==> config.mk <==
export PLATFORM = sky130hd
export DESIGN_NAME = dam_top
export DESIGN_NICKNAME = d
export VERILOG_FILES = /design/src/hw/dam_pkg.sv /design/src/hw/dam_src_sel.sv /design/src/hw/dam_top.sv
export SDC_FILE = /design/constraint.sdc
export NUM_CORES = 1
export LEC_CHECK = 0
export BUFFER_PORTS_ARGS = -buffer_cell sky130_fd_sc_hd__buf_2
export CAP_MARGIN = 40
export CORE_AREA = 2 2 139 141
export CTS_CLUSTER_DIAMETER = 50
export DETAILED_ROUTE_END_ITERATION = 16
export DIE_AREA = 0 0 141 143
export GPL_TIMING_DRIVEN = 0
export MAX_ROUTING_LAYER = met4
export PLACE_DENSITY = 0.87
export SLEW_MARGIN = 30
export SYNTH_ARGS = -nofsm -noshare
export SYNTH_HDL_FRONTEND = slang
export SYNTH_SLANG_ARGS = --single-unit
==> constraint.sdc <==
create_clock -name clk -period 15.9 [get_ports clk]
set_input_delay 3.18 -clock clk [delete_from_list [all_inputs] [get_ports clk]]
set_output_delay 3.18 -clock clk [all_outputs]
set_load 0.05 [all_outputs]
==> src/hw/dam_pkg.sv <==
package dam_pkg;

    // Widths of the register port and data paths
    localparam int ADDR_W = 6;
    localparam int DATA_W = 14;
    localparam int EXT_W  = 15;
    localparam int CNT_W  = 8;

    // Byte addresses of the alarm registers (low byte even, high byte odd)
    localparam logic [5:0] ADDR_THR_ONE_LO = 6'h20;
    localparam logic [5:0] ADDR_THR_ONE_HI = 6'h21;
    localparam logic [5:0] ADDR_THR_TWO_LO = 6'h22;
    localparam logic [5:0] ADDR_THR_TWO_HI = 6'h23;
    localparam logic [5:0] ADDR_CNT_ONE_LO = 6'h24;
    localparam logic [5:0] ADDR_CNT_ONE_HI = 6'h25;
    localparam logic [5:0] ADDR_CNT_TWO_LO = 6'h26;
    localparam logic [5:0] ADDR_CNT_TWO_HI = 6'h27;
    localparam logic [5:0] ADDR_CTRL_LO    = 6'h28;
    localparam logic [5:0] ADDR_CTRL_HI    = 6'h29;
    localparam logic [5:0] ADDR_DIAG_LO    = 6'h3C;

    // Reset value and writable-bit masks; unused bits read as zero
    localparam logic [15:0] REG_RST   = 16'h0000;
    localparam logic [15:0] THR_MASK  = 16'hBFFF;
    localparam logic [15:0] CNT_MASK  = 16'h00FF;
    localparam logic [15:0] CTRL_MASK = 16'hFF17;

    // Threshold register fields
    localparam int THR_POL_BIT = 15;

    // Control register fields
    localparam int CTRL_ROC_TWO  = 15;
    localparam int CTRL_SRC_TWO  = 12;
    localparam int CTRL_ROC_ONE  = 11;
    localparam int CTRL_SRC_ONE  = 8;
    localparam int CTRL_FILT     = 4;
    localparam int CTRL_OUT_EN   = 2;
    localparam int CTRL_OUT_POL  = 1;
    localparam int CTRL_OUT_SEL  = 0;

    // Diagnostic status fields
    localparam int DIAG_ALARM_TWO = 9;
    localparam int DIAG_ALARM_ONE = 8;

    // Source selection codes
    localparam logic [2:0] SRC_OFF    = 3'h0;
    localparam logic [2:0] SRC_SUPPLY = 3'h1;
    localparam logic [2:0] SRC_RATE   = 3'h2;
    localparam logic [2:0] SRC_AUX    = 3'h5;
    localparam logic [2:0] SRC_TEMP   = 3'h6;

    // Extend a 14-bit field to 15 bits, signed or unsigned
    function automatic logic signed [14:0] dam_ext(input logic [13:0] v,
                                                  input logic       sgn);
        dam_ext = {sgn & v[13], v};
    endfunction : dam_ext

    // Magnitude of a 16-bit signed value, saturated to 15 bits
    function automatic logic [14:0] dam_mag(input logic signed [15:0] v);
        logic [15:0] a;
        a = v[15] ? 16'(-v) : 16'(v);
        dam_mag = a[15] ? 15'h7FFF : a[14:0];
    endfunction : dam_mag

endpackage : dam_pkg

==> src/hw/dam_src_sel.sv <==
module dam_src_sel
    import dam_pkg::*;
(
    // Selection
    input  wire logic [2:0]  src,
    input  wire logic        filt,
    // Unfiltered sources
    input  wire logic [13:0] supply_raw,
    input  wire logic [13:0] rate_raw,
    input  wire logic [13:0] aux_raw,
    input  wire logic [13:0] temp_raw,
    // Filtered sources
    input  wire logic [13:0] supply_filt,
    input  wire logic [13:0] rate_filt,
    input  wire logic [13:0] aux_filt,
    input  wire logic [13:0] temp_filt,
    // Selected value
    output logic [13:0]      value,
    output logic             is_signed,
    output logic             enabled
);

    // Source mux; unused codes behave as disabled
    always_comb
    begin
        value     = 14'h0000;
        is_signed = 1'b0;
        enabled   = 1'b1;
        case (src)
            SRC_SUPPLY: value = filt ? supply_filt : supply_raw;
            SRC_RATE:
            begin
                value     = filt ? rate_filt : rate_raw;
                is_signed = 1'b1;
            end
            SRC_AUX:    value = filt ? aux_filt : aux_raw;
            SRC_TEMP:
            begin
                value     = filt ? temp_filt : temp_raw;
                is_signed = 1'b1;
            end
            default:    enabled = 1'b0;
        endcase
    end

endmodule : dam_src_sel

==> src/hw/dam_top.sv <==
module dam_top
    import dam_pkg::*;
(
    // Clock and reset
    input  wire logic                  clk,
    input  wire logic                  sys_rst,
    // Byte write port from the serial front end
    input  wire logic                  wr_en,
    input  wire logic [dam_pkg::ADDR_W-1:0] wr_addr,
    input  wire logic [7:0]            wr_data,
    // Word read port from the serial front end
    input  wire logic                  rd_en,
    input  wire logic [dam_pkg::ADDR_W-1:0] rd_addr,
    output logic [15:0]                rd_data,
    // Sample cycle strobe
    input  wire logic                  sample_tick,
    // Unfiltered sources
    input  wire logic [13:0]           supply_raw,
    input  wire logic [13:0]           rate_raw,
    input  wire logic [13:0]           aux_raw,
    input  wire logic [13:0]           temp_raw,
    // Filtered sources
    input  wire logic [13:0]           supply_filt,
    input  wire logic [13:0]           rate_filt,
    input  wire logic [13:0]           aux_filt,
    input  wire logic [13:0]           temp_filt,
    // Digital lines
    output logic                       digital_line_one,
    output logic                       digital_line_one_oe,
    output logic                       digital_line_two,
    output logic                       digital_line_two_oe
);

    import dam_pkg::*;

    // Programmable registers
    logic [15:0] alarm_threshold_one;    // Threshold and polarity, alarm one
    logic [15:0] alarm_threshold_two;    // Threshold and polarity, alarm two
    logic [15:0] alarm_window_count_one; // Window samples, alarm one
    logic [15:0] alarm_window_count_two; // Window samples, alarm two
    logic [15:0] alarm_control;          // Shared control word

    // Status flags, one per alarm
    logic [1:0]  diag_flag;
    logic        eval_done;               // Cycle right after an evaluating tick

    // Per-channel views, index 0 is alarm one
    logic [15:0] thr       [2];           // Threshold register
    logic [7:0]  win       [2];           // Raw window count
    logic [2:0]  src       [2];           // Source code
    logic        roc       [2];           // Rate mode
    logic [13:0] value     [2];           // Selected sample
    logic        is_signed [2];           // Sample format
    logic        src_en    [2];           // Source enabled
    logic [1:0]  alarm;                   // Current alarm result

    // Byte-lane helpers
    logic [15:0] wr_word;                 // Byte placed in its lane
    logic [15:0] wr_lane;                 // Lane mask
    logic        diag_read;               // Status read strobe

    // Place the written byte into the addressed half
    always_comb
    begin
        if (wr_addr[0])
        begin
            wr_word = {wr_data, 8'h00};
            wr_lane = 16'hFF00;
        end
        else
        begin
            wr_word = {8'h00, wr_data};
            wr_lane = 16'h00FF;
        end
    end

    // Merge one byte into a register, keeping the other lane
    function automatic logic [15:0] merge(input logic [15:0] old,
                                          input logic [15:0] msk);
        merge = ((old & ~wr_lane) | (wr_word & wr_lane)) & msk;
    endfunction : merge

    // Word-address compare, ignoring the byte select bit
    function automatic logic hit(input logic [5:0] a,
                                 input logic [5:0] base);
        hit = (a[5:1] == base[5:1]);
    endfunction : hit

    // Threshold registers, written one byte at a time
    always_ff @(posedge clk)
    begin
        if (sys_rst)
        begin
            alarm_threshold_one <= REG_RST;
            alarm_threshold_two <= REG_RST;
        end
        else if (wr_en)
        begin
            // Upper and lower bytes land separately
            if (hit(wr_addr, ADDR_THR_ONE_LO))
                alarm_threshold_one <= merge(alarm_threshold_one, THR_MASK);
            if (hit(wr_addr, ADDR_THR_TWO_LO))
                alarm_threshold_two <= merge(alarm_threshold_two, THR_MASK);
        end
    end

    // Window count registers; only the low byte is kept
    always_ff @(posedge clk)
    begin
        if (sys_rst)
        begin
            alarm_window_count_one <= REG_RST;
            alarm_window_count_two <= REG_RST;
        end
        else if (wr_en)
        begin
            // Upper byte is unused and reads zero
            if (hit(wr_addr, ADDR_CNT_ONE_LO))
                alarm_window_count_one <= merge(alarm_window_count_one, CNT_MASK);
            if (hit(wr_addr, ADDR_CNT_TWO_LO))
                alarm_window_count_two <= merge(alarm_window_count_two, CNT_MASK);
        end
    end

    // Control register
    always_ff @(posedge clk)
    begin
        if (sys_rst)
            alarm_control <= REG_RST;
        else if (wr_en && hit(wr_addr, ADDR_CTRL_LO))
            alarm_control <= merge(alarm_control, CTRL_MASK);
    end

    // Break the shared registers out per channel
    always_comb
    begin
        thr[0] = alarm_threshold_one;
        thr[1] = alarm_threshold_two;
        win[0] = alarm_window_count_one[CNT_W-1:0];
        win[1] = alarm_window_count_two[CNT_W-1:0];
        src[0] = alarm_control[CTRL_SRC_ONE +: 3];
        src[1] = alarm_control[CTRL_SRC_TWO +: 3];
        roc[0] = alarm_control[CTRL_ROC_ONE];
        roc[1] = alarm_control[CTRL_ROC_TWO];
    end

    // Two independent channels
    for (genvar ch = 0; ch < 2; ch++)
    begin : g_ch

        logic signed [14:0] cur;   // Extended sample
        logic signed [14:0] ref_v; // Sample at window start
        logic signed [14:0] lim;   // Extended threshold
        logic [14:0]        lim_m; // Threshold magnitude
        logic [14:0]        chg_m; // Change magnitude
        logic               gt;    // Greater-than polarity
        logic [7:0]         span;  // Effective window length
        logic [7:0]         cnt;   // Samples into the window
        logic               primed; // Reference captured
        logic               al;    // Alarm result

        // Source and filter choice
        dam_src_sel u_sel
        (
            .src         (src[ch]),
            .filt        (alarm_control[CTRL_FILT]),
            .supply_raw  (supply_raw),
            .rate_raw    (rate_raw),
            .aux_raw     (aux_raw),
            .temp_raw    (temp_raw),
            .supply_filt (supply_filt),
            .rate_filt   (rate_filt),
            .aux_filt    (aux_filt),
            .temp_filt   (temp_filt),
            .value       (value[ch]),
            .is_signed   (is_signed[ch]),
            .enabled     (src_en[ch])
        );

        // Threshold in the source's format, bit 14 ignored
        assign lim   = dam_ext(thr[ch][DATA_W-1:0], is_signed[ch]);
        assign lim_m = dam_mag(16'(lim));
        assign gt    = thr[ch][THR_POL_BIT];
        assign cur   = dam_ext(value[ch], is_signed[ch]);
        assign chg_m = dam_mag(16'(cur) - 16'(ref_v));

        // Zero and one both give a one-sample window
        assign span = (win[ch] == 8'h00) ? 8'h01 : win[ch];

        // Evaluate once per sample cycle
        always_ff @(posedge clk)
        begin
            if (sys_rst)
            begin
                al     <= 1'b0;
                cnt    <= 8'h00;
                primed <= 1'b0;
                ref_v  <= 15'h0000;
            end
            else if (sample_tick)
            begin
                if (!src_en[ch])
                begin
                    // Disabled source clears the alarm
                    al     <= 1'b0;
                    cnt    <= 8'h00;
                    primed <= 1'b0;
                end
                else if (!roc[ch])
                begin
                    // Static level compare
                    al     <= gt ? (cur > lim) : (cur < lim);
                    cnt    <= 8'h00;
                    primed <= 1'b0;
                end
                else if (!primed)
                begin
                    // First sample opens the window
                    ref_v  <= cur;
                    cnt    <= 8'h00;
                    primed <= 1'b1;
                end
                else if (cnt + 8'h01 >= span)
                begin
                    // Window of span sample periods closes
                    al    <= gt ? (chg_m > lim_m) : (chg_m < lim_m);
                    ref_v <= cur;
                    cnt   <= 8'h00;
                end
                else
                begin
                    // Still inside the window
                    cnt <= cnt + 8'h01;
                end
            end
        end

        assign alarm[ch] = al;
    end

    // Marks the cycle after an evaluating tick, when the alarm results
    // written by that tick are visible to the status flags
    always_ff @(posedge clk)
    begin
        if (sys_rst)
            eval_done <= 1'b0;
        else
            eval_done <= sample_tick;
    end

    // Status read strobe
    assign diag_read = rd_en && hit(rd_addr, ADDR_DIAG_LO);

    // Sticky status flags; a set in the read cycle wins
    // Setting one cycle after the tick sees the fresh result, not the old one
    always_ff @(posedge clk)
    begin
        if (sys_rst)
            diag_flag <= 2'b00;
        else
        begin
            for (int i = 0; i < 2; i++)
            begin
                if (eval_done && alarm[i])
                    diag_flag[i] <= 1'b1;
                else if (diag_read)
                    diag_flag[i] <= 1'b0;
            end
        end
    end

    // Register read data, captured on the read strobe
    always_ff @(posedge clk)
    begin
        if (sys_rst)
            rd_data <= 16'h0000;
        else if (rd_en)
        begin
            if (hit(rd_addr, ADDR_THR_ONE_LO))
                rd_data <= alarm_threshold_one;
            else if (hit(rd_addr, ADDR_THR_TWO_LO))
                rd_data <= alarm_threshold_two;
            else if (hit(rd_addr, ADDR_CNT_ONE_LO))
                rd_data <= alarm_window_count_one;
            else if (hit(rd_addr, ADDR_CNT_TWO_LO))
                rd_data <= alarm_window_count_two;
            else if (hit(rd_addr, ADDR_CTRL_LO))
                rd_data <= alarm_control;
            else if (diag_read)
            begin
                // Alarm flags in bits 9 and 8
                rd_data                 <= 16'h0000;
                rd_data[DIAG_ALARM_ONE] <= diag_flag[0];
                rd_data[DIAG_ALARM_TWO] <= diag_flag[1];
            end
            else
                rd_data <= 16'h0000; // Unmapped address
        end
    end

    // Indicator level and routing
    logic ind;   // Either alarm true
    logic lvl;   // Line level with polarity
    logic en;    // Output enabled

    assign ind = |alarm;
    assign lvl = alarm_control[CTRL_OUT_POL] ? ind : ~ind;
    assign en  = alarm_control[CTRL_OUT_EN];

    // Drive the chosen line only while enabled
    always_ff @(posedge clk)
    begin
        if (sys_rst)
        begin
            digital_line_one    <= 1'b0;
            digital_line_one_oe <= 1'b0;
            digital_line_two    <= 1'b0;
            digital_line_two_oe <= 1'b0;
        end
        else
        begin
            // Line select
            digital_line_one    <= lvl & en & ~alarm_control[CTRL_OUT_SEL];
            digital_line_one_oe <= en & ~alarm_control[CTRL_OUT_SEL];
            digital_line_two    <= lvl & en & alarm_control[CTRL_OUT_SEL];
            digital_line_two_oe <= en & alarm_control[CTRL_OUT_SEL];
        end
    end

endmodule : dam_top

=== Word-level counts from Yosys, hierarchy flattened ===
Index checks and enable logic that the tools add are counted.
Widths: inputs -> output; s select.

* Flip-flop bits (word level): 131
* Input bits: 137
* Output and inout bits: 20

* Add/sub/neg operators: 8
* $lt $le $gt $ge: 10
* Equality and inequality tests: 25
* Muxes and demuxes: 60
* Bitwise logic cells: 23
* Reductions and logical operators: 21

{| class="wikitable"
|+ Operator list
! cell !! count
|-
| $mux 16 || 11
|-
| $mux 15 || 8
|-
| $pmux 14 s4 || 2
|-
| $mux 8 || 10
|-
| $and 16x16->16 || 4
|-
| $gt 15x15->1 || 4
|-
| $lt 15x15->1 || 4
|-
| $mux 14 || 4
|-
| $eq 5x5->1 const B || 11
|-
| $or 16x16->16 || 3
|-
| $neg 15->16 || 2
|-
| $neg 16->16 || 2
|-
| $sub 15x15->16 || 2
|-
| $mux 1 || 24
|-
| $add 8x1->8 const B || 2
|-
| $and 8x8->8 || 2
|-
| $ge 8x8->1 || 2
|-
| $logic_not 8->1 || 2
|-
| $not 16->16 || 1
|-
| $or 8x8->8 || 2
|-
| $eq 3x3->1 const B || 4
|-
| $ne 3x3->1 const B || 4
|-
| $mux 10 || 1
|-
| $and 1x1->1 || 9
|-
| other kinds (11) || 27
|}

=== Depth between registers and ports, before layout ===
Gate-level depths: netlist (run 1).

* Depth in word-level cells: 14
* Mapped depth: 28
* Depth with buffers taken out: 25

=== Hierarchy ===
A second synthesis (run 1) with hierarchy kept.

* Cell total of the unflattened synthesis: 1487
* Area, all modules: 12215.5 sq um

{| class="wikitable"
|+ By module, submodules not included
! module !! times used !! cells an instance !! area an instance (sq um) !! seq. area each (sq um)
|-
| dam_top || 1 || 1285 || 10241.1 || 2622.5
|-
| dam_src_sel || 2 || 101 || 987.2 || 0.0
|}

=== Worst setup path after synthesis (run 1) ===
No wires, ideal clock.

* Path kind: input port to flip-flop
* Start: input port aux_filt[0]
* End: register g_ch[1].al
* Library setup time: 0.106 ns
* Arrival time: 7.309 ns
* Data required time: 15.794 ns
* Path slack: 8.485 ns
* Stages: 22
* Cells stage by stage: mux2i_1 -> mux2i_1 -> a32oi_1 -> or2_2 -> ha_1 -> fa_1 -> and2b_2 -> o211a_1 -> o21ai_0 -> a211oi_2 -> nand4_1 -> or4b_1 -> o41ai_1 -> mux2i_1 -> ha_1 -> nand4_1 -> nor3_1 -> o211ai_1 -> nand3_1 -> mux2i_1 -> nand4_1 -> o311ai_0

* Cells in the longest elaborated chain, start to end: 12
* Elaborated cells between the ends (all ways): 16
* Classes of those cells: add/sub (2); order compare (4); mux (10)

{| class="wikitable"
|+ Ends and longest elaborated chain
! element !! line !! text
|-
| from (decl) || dam_top.sv:25 || <nowiki>input wire logic [13:0] aux_filt,</nowiki>
|-
| $mux 14 (*) || dam_src_sel.sv:36 || <nowiki>SRC_AUX: value = filt ? aux_filt : aux_raw;</nowiki>
|-
| $pmux 14 s4 (*) || dam_src_sel.sv:29 || <nowiki>case (src)</nowiki>
|-
| $sub 15x15->16 || dam_top.sv:185 || <nowiki>assign chg_m = dam_mag(16'(cur) - 16'(ref_v));</nowiki>
|-
| $neg 16->16 || dam_pkg.sv:61 || <nowiki>a = v[15] ? 16'(-v) : 16'(v);</nowiki>
|-
| $mux 16 || dam_pkg.sv:61 ||
|-
| $mux 15 || dam_pkg.sv:62 || <nowiki>dam_mag = a[15] ? 15'h7FFF : a[14:0];</nowiki>
|-
| $lt 15x15->1 / $gt 15x15->1 (equally long branches) || dam_top.sv:226 || <nowiki>al <= gt ? (chg_m > lim_m) : (chg_m < lim_m);</nowiki>
|-
| $mux 1 || dam_top.sv:226 ||
|-
| $mux 1 || dam_top.sv:223 || <nowiki>else if (cnt + 8'h01 >= span)</nowiki>
|-
| $mux 1 || dam_top.sv:216 || <nowiki>else if (!primed)</nowiki>
|-
| $mux 1 (*) || dam_top.sv:209 || <nowiki>else if (!roc[ch])</nowiki>
|-
| $mux 1 (*) || dam_top.sv:202 || <nowiki>if (!src_en[ch])</nowiki>
|-
| to (signal assigned) || dam_top.sv:212 || <nowiki>al <= gt ? (cur > lim) : (cur < lim);</nowiki>
|-
| to (signal assigned) || dam_top.sv:226 ||
|-
| to (decl) || dam_top.sv:160 || <nowiki>logic al;</nowiki>
|}

Mark *: on every way between the ends. The rest lies on a longest branch, timed or not. The select of a mux whose other input is x is not followed.
A chain may end at the register's enable or synchronous reset.

=== Worst setup path in the final report (run 1) ===
Same ends and word-level chain as after synthesis.

==> qor.csv, run 1 <==
metric,value,unit
status,finished clean,
crit-path cells,buf_2 > mux2i_1 > mux2i_1 > a32oi_1 > or2_2 > ha_1 > fa_1 > and2b_2 > o211a_1 > o21ai_0 > a211oi_2 > nand4_1 > or4b_1 > o41ai_1 > mux2i_1 > ha_1 > nand4_1 > nor3_1 > o211ai_1 > nand3_1 > mux2i_1 > nand4_1 > o311ai_0,
number of setup violations in the final report,0,
Mean Syn Cell Area,7.60,µm²
clk root buf,clkbuf_16,
"CTS clk-pin slew, worst paths",60,ps
Mapped Cells,1555,
Post-DRT Antenna Nets,0,
Synth Register Bits,131,
GP Congestion,1.03,
violation count after the first detailed-route iteration,1268,
"Seq/Total Area, Yosys",22.2,%
clock latency on the worst-skew pair,430,ps
worst setup path class,in -> reg,
dominant synthesized flop cell,dfxtp_1,
Die Wd,141,µm
remaining global-route overflow,0,
H-tree levels,4,
hold crit path type,reg -> reg,
post-synthesis async set-or-reset flop share,0,%
share of cells above drive strength 1,12.9,%
slew margin rel.,43.5,%
post-synthesis compound-gate area fraction,18.7,%
Final Max Tran Viols,0,
worst path buffer plus inverter count,1,
fin crit share,50.4,%
Nets,1978,
CTS tree,done,
Tmin final,8010,ps
antenna violations before repair,0,
most frequent cells in the layout,"nor2_1 (260), buf_2 (161), mux2i_1 (146), dfxtp_1 (131), ha_1 (115)",
Tot GR Track Use,39.1,%
crit-path most repeated cell,mux2i_1,
starting density of the core,63.6,%
CP Data Required Time,16220,ps
Yosys Warn Count,0,
CTS buffer count,17,
main combinational cell family by area after synthesis,simple AND/OR/NAND/NOR gates,
Avg WL per Cell,19.7,µm
Critical Path AT,8330,ps
TNS Setup,0,ps
CP max FO,4,
"commonest non-fill, non-tap cell in the layout",nor2_1,
CTS Sinks,131,
Max Cap Viol,0,
Layout area overhead,14.0,%
Port Buf Inserts,148,
DR vias,12500,
vias in the first global route,12000,
CTS Hold Bufs,0,
core box area,18600,µm²
Power Dens Cells,60.6,nW/µm²
area share of fa/ha/maj cells after synthesis,12.5,%
Critical Path Source Type,input pin,
die height,143,µm
Leak Pwr,5.88,nW
Synth Cell Area,11800,µm²
first-pass GRT wire length,60.6,mm
Fill cells,1478,
Simple-Gate Fraction of Synth Area,22.3,%
DRC violations left,0,
post-cts resize count,0,
largest net degree at the start of global routing,17,
Crit path max-delay family,simple AND/OR/NAND/NOR gates,
CP max stage cell,or4b_1,
Cell Rows,50,
f_max,125,MHz
Slew @ Worst Pin,847,ps
multiplexer share of the synthesized area,12.9,%
post-DP HPWL,30.0,mm
Cell variety after synth,78,
crit end category,flop,
Setup Skew,7.36,ps
CP max stage delay,510,ps
Post-CTS Setup Inserts,0,
RSZ-0062 raised after global routing,false,
"Hold Vio Cnt, Final",0,
First-pass DRT Iterations,7,
Final Power,0.816,mW
DRT Wirelength,38.8,mm
Max IR drop VDD,0.0856,mV
Vias/cell,6.34,
CTS Buffer Depth,2,
Post-synth EDFFs,0,
Top Ports,157,
xor and xnor area share after synthesis,5.47,%
die area,20200,µm²
Antenna Cells,0,
## power breakdown
part | switching, mW | leakage (nW) | internal (mW)
clock network | 0.177 | 0.292 | 0.239
logic | 0.0436 | 4.53 | 0.0251
registers | 0.00146 | 1.06 | 0.330
## kinds of logic after synthesis
family,after synthesis
other cells,1
xor+xnor,73
simple gates,573
fa+ha+maj,117
mux,150
flops,131
buf+inv,175
compound gates,335
## area by class of cell
class	count	area [µm²]	share of cell area, %
plain buffers	79	335	2.49
clock buffers	17	425	3.16
clock inverters	15	188	1.39
inverters	96	360	2.67
multi-input cells	1250	8500	63.1
flip-flops and latches	131	2620	19.5
well taps	234	293	2.17
repair buffers	149	746	5.53
## stage by stage
step	hold WS (ps)	cell area (µm²)	std cells	setup slack (ps)	util, %
after floorplan	440	11800	1556	8490	-
after global placement	448	12900	1938	7610	69.2
after detailed placement	462	12900	1938	7570	69.2
after CTS	473	13500	1970	7990	72.5
after global routing	489	13500	1971	7460	72.5
final	472	13500	1971	7890	72.5
## metal layers
| metal | GRT usage, % | part of all wire (%) | vias to the layer above |
|---|---|---|---|
| met4 | 20.5 | 5.3 | 0 |
| li1 | - | - | 5860 |
| met2 | 63.1 | 45 | 704 |
| met5 | - | 0 | - |
| met1 | 47.0 | 40 | 5767 |
| met3 | 7.01 | 9.3 | 157 |
## tightest hold or removal path, stage by stage, from the launching register on
cell and delay (ps):
dfxtp_1 310, nand2b_1 60, a21oi_1 60
## Yosys cell counts (3+ instances only)
cell type,count,area [µm²]
a22oi_1,14,105
ha_1,115,1440
mux2i_1,146,1460
clkbuf_1,56,210
a21oi_1,81,405
or3_1,4,25.0
a2bb2oi_1,3,26.3
nor3_1,24,120
a2111oi_0,4,35.0
o31ai_1,6,45.0
a311oi_1,3,26.3
a31oi_1,14,87.6
o211a_1,3,30.0
a221oi_1,3,26.3
o221ai_1,5,43.8
nand2_1,103,387
o31a_1,4,35.0
nor2_1,260,976
buf_1,6,22.5
a211oi_1,12,90.1
o21a_1,13,97.6
nor2b_1,30,188
buf_2,12,60.1
o21ai_0,55,275
a21boi_0,3,22.5
nor4_1,8,50.1
xor2_1,23,201
nand4_1,22,138
and3_1,8,50.1
o41ai_1,6,52.6
nand3_1,42,210
inv_1,96,360
dfxtp_1,131,2620
a21o_1,16,120
o211ai_1,15,113
nand3b_1,3,22.5
and2_1,11,68.8
nand2b_1,29,181
or2_2,13,81.3
nor3b_1,3,22.5
o22a_1,3,26.3
xnor2_1,49,429
o22ai_1,49,307
## final timing paths
check,start,to,slack [ps],cells after the start
worst max-delay path,aux_filt[0],g_ch[1].al,7890,23
worst min-delay path,rd_data[3],rd_data[3],470,2
worst max register to register,flop,g_ch[0].al,8890,28
worst min register to register,rd_data[3],rd_data[3],470,2
No activity file was read; power rests on OpenSTA's default activity.
==> run 2, diff against run 1 <==
--- a/config.mk
+++ b/config.mk
@@ -7,13 +7,13 @@
 export LEC_CHECK = 0
 export BUFFER_PORTS_ARGS = -buffer_cell sky130_fd_sc_hd__buf_2
 export CAP_MARGIN = 40
-export CORE_AREA = 2 2 139 141
+export CORE_AREA = 2 2 151 153
 export CTS_CLUSTER_DIAMETER = 50
 export DETAILED_ROUTE_END_ITERATION = 16
-export DIE_AREA = 0 0 141 143
+export DIE_AREA = 0 0 153 155
 export GPL_TIMING_DRIVEN = 0
 export MAX_ROUTING_LAYER = met4
-export PLACE_DENSITY = 0.87
+export PLACE_DENSITY = 0.78
 export SLEW_MARGIN = 30
 export SYNTH_ARGS = -nofsm -noshare
 export SYNTH_HDL_FRONTEND = slang
==> constraint.sdc (replaced) <==
create_clock -name clk -period 7 [get_ports clk]
set_input_delay 1.4 -clock clk [delete_from_list [all_inputs] [get_ports clk]]
set_output_delay 1.4 -clock clk [all_outputs]
set_load 0.05 [all_outputs]
==> run 2 against run 1 <==
Compared with the run above: setup slack lost 7500 ps; die area grew 18%; clock-buffer cell count grew 3; clock skew grew 2.9 ps; non-clock buffer count is the same; critical path type is now reg -> reg.
==> qor.csv, run 2 (synthesized netlist as in run 1, its figures left out) <==
metric,value,unit,change
Slew @ Worst Pin,815,ps,-32.2 ps
largest net degree at the start of global routing,17,,unchanged
status,finished clean,,
Die Wd,153,µm,+8.5%
DR vias,12200,,-2.4%
Nets,1978,,unchanged
most frequent cells in the layout,"nor2_1 (259), buf_2 (155), mux2i_1 (143), dfxtp_1 (131), ha_1 (115)",,
post-DP HPWL,29.8,mm,-0.68%
Critical Path Source Type,flop,,
Tmin final,6650,ps,
Post-DRT Antenna Nets,0,,unchanged
"CTS clk-pin slew, worst paths",60,ps,about the same
Leak Pwr,5.90,nW,+0.33%
CTS Sinks,131,,unchanged
DRC violations left,0,,unchanged
CP max stage cell,xnor2_1,,
global route hottest layer,met2,,
clk root buf,clkbuf_16,,
clock latency on the worst-skew pair,430,ps,about the same
met2 GRT Util,53.8,%,-9.2 points
CP Data Required Time,7310,ps,-8910 ps
crit end category,flop,,
DRT Wirelength,37.7,mm,-2.7%
final std cells w/o fill,2022,,+2.6%
First-pass DRT Iterations,6,,-1
number of setup violations in the final report,0,,unchanged
die area,23700,µm²,+18%
grt met3 use,4.96,%,-2.1 points
Layout area overhead,15.0,%,
core box area,22200,µm²,+20%
fin crit share,95.1,%,
slew margin rel.,45.7,%,+2.1 points
CTS buffer count,17,,unchanged
antenna violations before repair,0,,unchanged
Port Buf Inserts,148,,unchanged
H-tree levels,4,,unchanged
Final Max Tran Viols,0,,unchanged
crit-path most repeated cell,nor2_1,,
Tot GR Track Use,31.8,%,-7.4 points
Avg WL per Cell,18.7,µm,-5.1%
share of cells above drive strength 1,13.3,%,+0.40 points
f_max,150,MHz,
Setup Skew,10.3,ps,+2.94 ps
GR Util met1,39.0,%,-8.0 points
Hold Worst Slack,469,ps,-3.43 ps
CTS tree,done,,
Vias/cell,6.03,,-4.9%
Antenna Cells,0,,unchanged
# placed instances,1989,,+2.6%
GP Congestion,1.00,,-3.2%
Top Ports,157,,unchanged
Cell Rows,55,,+10%
hold crit path type,reg -> reg,,
Max IR drop VDD,0.213,mV,+150%
Max Cap Viol,0,,unchanged
"commonest non-fill, non-tap cell in the layout",nor2_1,,
Fill cells,1998,,+35%
"Hold Vio Cnt, Final",0,,unchanged
CP max stage delay,360,ps,-150 ps
remaining global-route overflow,0,,unchanged
Final Util,61.1,%,-11 points
CP max FO,10,,+6
Post-CTS Setup Inserts,0,,unchanged
vias in the first global route,11400,,-5.5%
starting density of the core,53.2,%,-10 points
CTS Buffer Depth,2,,unchanged
worst setup path class,reg -> reg,,
Power Dens Cells,136,nW/µm²,+120%
die height,155,µm,+8.4%
Critical Path AT,6960,ps,-1370 ps
violation count after the first detailed-route iteration,1096,,-14%
first-pass GRT wire length,59.0,mm,-2.7%
-- run 2: cell count changes in the layout (fill, tap and decap cells not counted), sizes merged --
| cell | previous run | this run |
|---|---|---|
| buf | 171 | 166 |
| bufinv | 2 | 3 |
| clkbuf | 74 | 82 |
| clkinv | 1 | 3 |
| clkinvlp | 3 | 0 |
| inv | 105 | 102 |
-- run 2: what timing repair did --
action | in CTS | in global routing
gates resized for setup | 0 | 15
endpoints found under the hold margin | 0 | 0
hold buffers | 0 | 0
setup endpoints to repair | 0 | 2
-- run 2: layout make-up --
cell class | instances | area (µm²) | share of cell area (%)
Clock buffer | 20 | 447 | 3.29
Inverter | 96 | 360 | 2.65
Tap cell | 285 | 357 | 2.62
Buffer | 79 | 348 | 2.56
Multi-Input combinational cell | 1250 | 8540 | 62.9
Clock inverter | 12 | 165 | 1.22
Sequential cell | 131 | 2620 | 19.3
Timing Repair Buffer | 149 | 748 | 5.51
-- run 2: per-layer routing --
| layer | share of wire (%) | up-vias | wire, µm |
|---|---|---|---|
| met5 | 0 | - | 0 |
| met4 | 2.9 | 0 | 1110 |
| met3 | 8.4 | 80 | 3170 |
| met2 | 47 | 587 | 17700 |
| met1 | 42 | 5667 | 15700 |
| li1 | - | 5853 | - |
-- run 2: metrics by stage --
step	cell area (µm²)	setup WS (ps)	TNS, ps	power, mW
6_report	13600	346	0	1.85
5_1_grt	13600	-24.5	-24.5	1.89
4_1_cts	13500	87.1	0	1.85
3_5_place_dp	12900	141	0	0.917
3_3_place_gp	12900	240	0	0.915
2_1_floorplan	11800	1370	0	0.842
-- run 2: worst paths after layout --
| check | from | endpoint | slack, ps | depth (start not counted) |
|---|---|---|---|---|
| max | flop | g_ch[0].al | 350 | 28 |
| min | rd_data[10] | rd_data[10] | 470 | 2 |
| max reg2reg | flop | g_ch[0].al | 350 | 28 |
| min reg2reg | rd_data[10] | rd_data[10] | 470 | 2 |
-- run 2: power by group --
part	leakage (nW)	internal, mW	switching [mW]	total [mW]
registers	1.06	0.749	0.00332	0.753
clock network	0.301	0.577	0.368	0.945
logic	4.54	0.0574	0.0956	0.153
total	5.90	1.38	0.467	1.85
-- run 2: critical path: cells and delay by family, from the launching register on --
kind / cells / cell delay [ps]
compound gates: 9 / 1500
xor+xnor: 1 / 360
fa+ha+maj: 2 / 620
buf+inv: 6 / 1790
flops: 1 / 350
mux: 2 / 620
simple gates: 8 / 1250
==> run 3, diff against run 2 <==
--- a/config.mk
+++ b/config.mk
@@ -7,13 +7,13 @@
 export LEC_CHECK = 0
 export BUFFER_PORTS_ARGS = -buffer_cell sky130_fd_sc_hd__buf_2
 export CAP_MARGIN = 40
-export CORE_AREA = 2 2 151 153
+export CORE_AREA = 2 2 133 187
 export CTS_CLUSTER_DIAMETER = 50
 export DETAILED_ROUTE_END_ITERATION = 16
-export DIE_AREA = 0 0 153 155
+export DIE_AREA = 0 0 135 189
 export GPL_TIMING_DRIVEN = 0
 export MAX_ROUTING_LAYER = met4
-export PLACE_DENSITY = 0.78
+export PLACE_DENSITY = 0.73
 export SLEW_MARGIN = 30
 export SYNTH_ARGS = -nofsm -noshare
 export SYNTH_HDL_FRONTEND = slang
==> run 3 against run 2 <==
Compared with the run above: fmax down 1.3%; worst hold slack better by 2.2 ps; global-route usage decreased by 1.2 points; setup slack got worse by 87 ps; combinational power about the same; critical endpoint unchanged.
==> qor.csv, run 3 (synthesized netlist as in run 1, its figures left out) <==
metric,value,unit,change
H-tree levels,4,,unchanged
"commonest non-fill, non-tap cell in the layout",nor2_1,,
Post-DRT Antenna Nets,0,,unchanged
core box area,23800,µm²,+7.1%
most frequent cells in the layout,"nor2_1 (258), buf_2 (159), mux2i_1 (146), dfxtp_1 (131), ha_1 (115)",,
Critical Path Source Type,flop,,
CTS Sinks,131,,unchanged
Antenna Cells,0,,unchanged
number of setup violations in the final report,0,,unchanged
Max IR drop VDD,0.168,mV,-21%
Vias/cell,5.89,,-2.3%
crit end category,flop,,
First-pass DRT Iterations,6,,unchanged
antenna violations before repair,0,,unchanged
starting density of the core,49.6,%,-3.5 points
first-pass GRT wire length,59.8,mm,+1.4%
hold crit path type,reg -> reg,,
Power Dens Cells,139,nW/µm²,+1.8%
die area,25500,µm²,+7.6%
clock latency on the worst-skew pair,430,ps,about the same
"Hold Vio Cnt, Final",0,,unchanged
CP max FO,10,,unchanged
slew margin rel.,42.6,%,-3.0 points
CP max stage cell,a21oi_1,,
vias in the first global route,11800,,+3.3%
Avg WL per Cell,18.4,µm,-1.1%
CTS Buffer Depth,2,,unchanged
Die Wd,135,µm,-12%
Critical Path AT,7050,ps,+90 ps
CTS tree,done,,
die height,189,µm,+22%
worst setup path class,reg -> reg,,
largest net degree at the start of global routing,17,,unchanged
PnR worst setup slack,259,ps,-87.1 ps
Port Buf Inserts,148,,unchanged
violation count after the first detailed-route iteration,828,,-24%
Final Max Tran Viols,0,,unchanged
Nets,1978,,unchanged
DRC violations left,0,,unchanged
Max Cap Viol,0,,unchanged
Layout area overhead,15.3,%,
DR vias,12100,,-1.1%
remaining global-route overflow,0,,unchanged
Post-CTS Setup Inserts,0,,unchanged
Slew @ Worst Pin,858,ps,+42.6 ps
CTS buffer count,17,,unchanged
fin crit share,96.3,%,+1.2 points
Place WS,-39.6,ps,-180 ps
CP Data Required Time,7310,ps,about the same
Leak Pwr,5.91,nW,+0.11%
Tot GR Track Use,30.5,%,-1.2 points
f_max,148,MHz,-1.3%
DRT Wirelength,37.8,mm,about the same
RSZ-0062 raised after global routing,true,,
Setup Skew,10.4,ps,+0.0573 ps
crit-path most repeated cell,buf_2,,
"CTS clk-pin slew, worst paths",60,ps,about the same
clk root buf,clkbuf_16,,
status,finished clean,,
share of cells above drive strength 1,13.2,%,-0.058 points
Cell Rows,67,,+22%
CP max stage delay,450,ps,+90 ps
Top Ports,157,,unchanged
Tmin final,6740,ps,+87.1 ps
"Design Area, Final",13600,µm²,+0.30%
GP Congestion,0.996,,-0.45%
post-DP HPWL,30.4,mm,+2.1%
Post-DP Area,13000,µm²,+0.30%
## run 3: cell types whose count changed in the layout (fill, tap and decap cells not counted), sizes merged
cell,delta
buf,+4
bufinv,+1
clkbuf,-5
clkinvlp,+1
inv,-1
## run 3: metrics by stage
step | instances | setup TNS (ps) | power [mW] | hold slack (ps) | utilization [%]
2_1_floorplan | 1556 | 0 | 0.842 | 440 | -
3_3_place_gp | 2014 | 0 | 0.914 | 452 | 54.4
3_5_place_dp | 2015 | -39.6 | 0.916 | 456 | 54.4
4_1_cts | 2047 | 0 | 1.89 | 465 | 57.1
5_1_grt | 2047 | -26.4 | 1.94 | 493 | 57.3
6_report | 2047 | 0 | 1.89 | 471 | 57.3
## run 3: final timing paths
| kind | end | from | slack (ps) | cells past startpoint |
|---|---|---|---|---|
| worst max-delay path | g_ch[0].al | flop | 260 | 27 |
| worst min-delay path | g_ch[1].ref_v[0] | g_ch[1].ref_v[0] | 470 | 2 |
| worst max register to register | g_ch[0].al | flop | 260 | 27 |
| worst min register to register | g_ch[1].ref_v[0] | g_ch[1].ref_v[0] | 470 | 2 |
## run 3: layout make-up
type | instances | area [µm²]
timing repair buffer | 149 | 748
buffer | 79 | 338
sequential | 131 | 2620
clock buffer | 19 | 443
inverter | 96 | 360
fill | 2224 | 10200
tap | 310 | 388
clock inverter | 13 | 196
multi-input combinational | 1250 | 8530
## run 3: repair_timing
| action | in CTS | in global routing |
|---|---|---|
| resized for setup | 1 | 8 |
| hold buffers | 0 | 0 |
| endpoints found under the setup margin | 1 | 2 |
| gates cloned | 0 | 0 |
| pin swaps | 0 | 0 |
## run 3: where the power goes
part           internal (mW)  total, mW  switching, mW
Combinational         0.0569      0.151         0.0941
Sequential             0.749      0.753        0.00331
Clock                  0.613      0.986          0.373
Total                   1.42       1.89          0.470
## run 3: worst max-delay path: cells and delay by family, from the launching register on
kind | cells | cell delay, ps
muxes | 2 | 450
adders and majority gates | 2 | 630
buffers and inverters | 5 | 1490
DFF | 1 | 340
AOI/OAI and AO/OA | 10 | 1980
and+or+nand+nor | 8 | 1710
## run 3: per-layer routing
layer,part of all wire [%],global-route usage (%)
met5,0,-
met3,4.6,3.78
met1,39,32.8
met2,51,53.6
met4,6.0,17.6
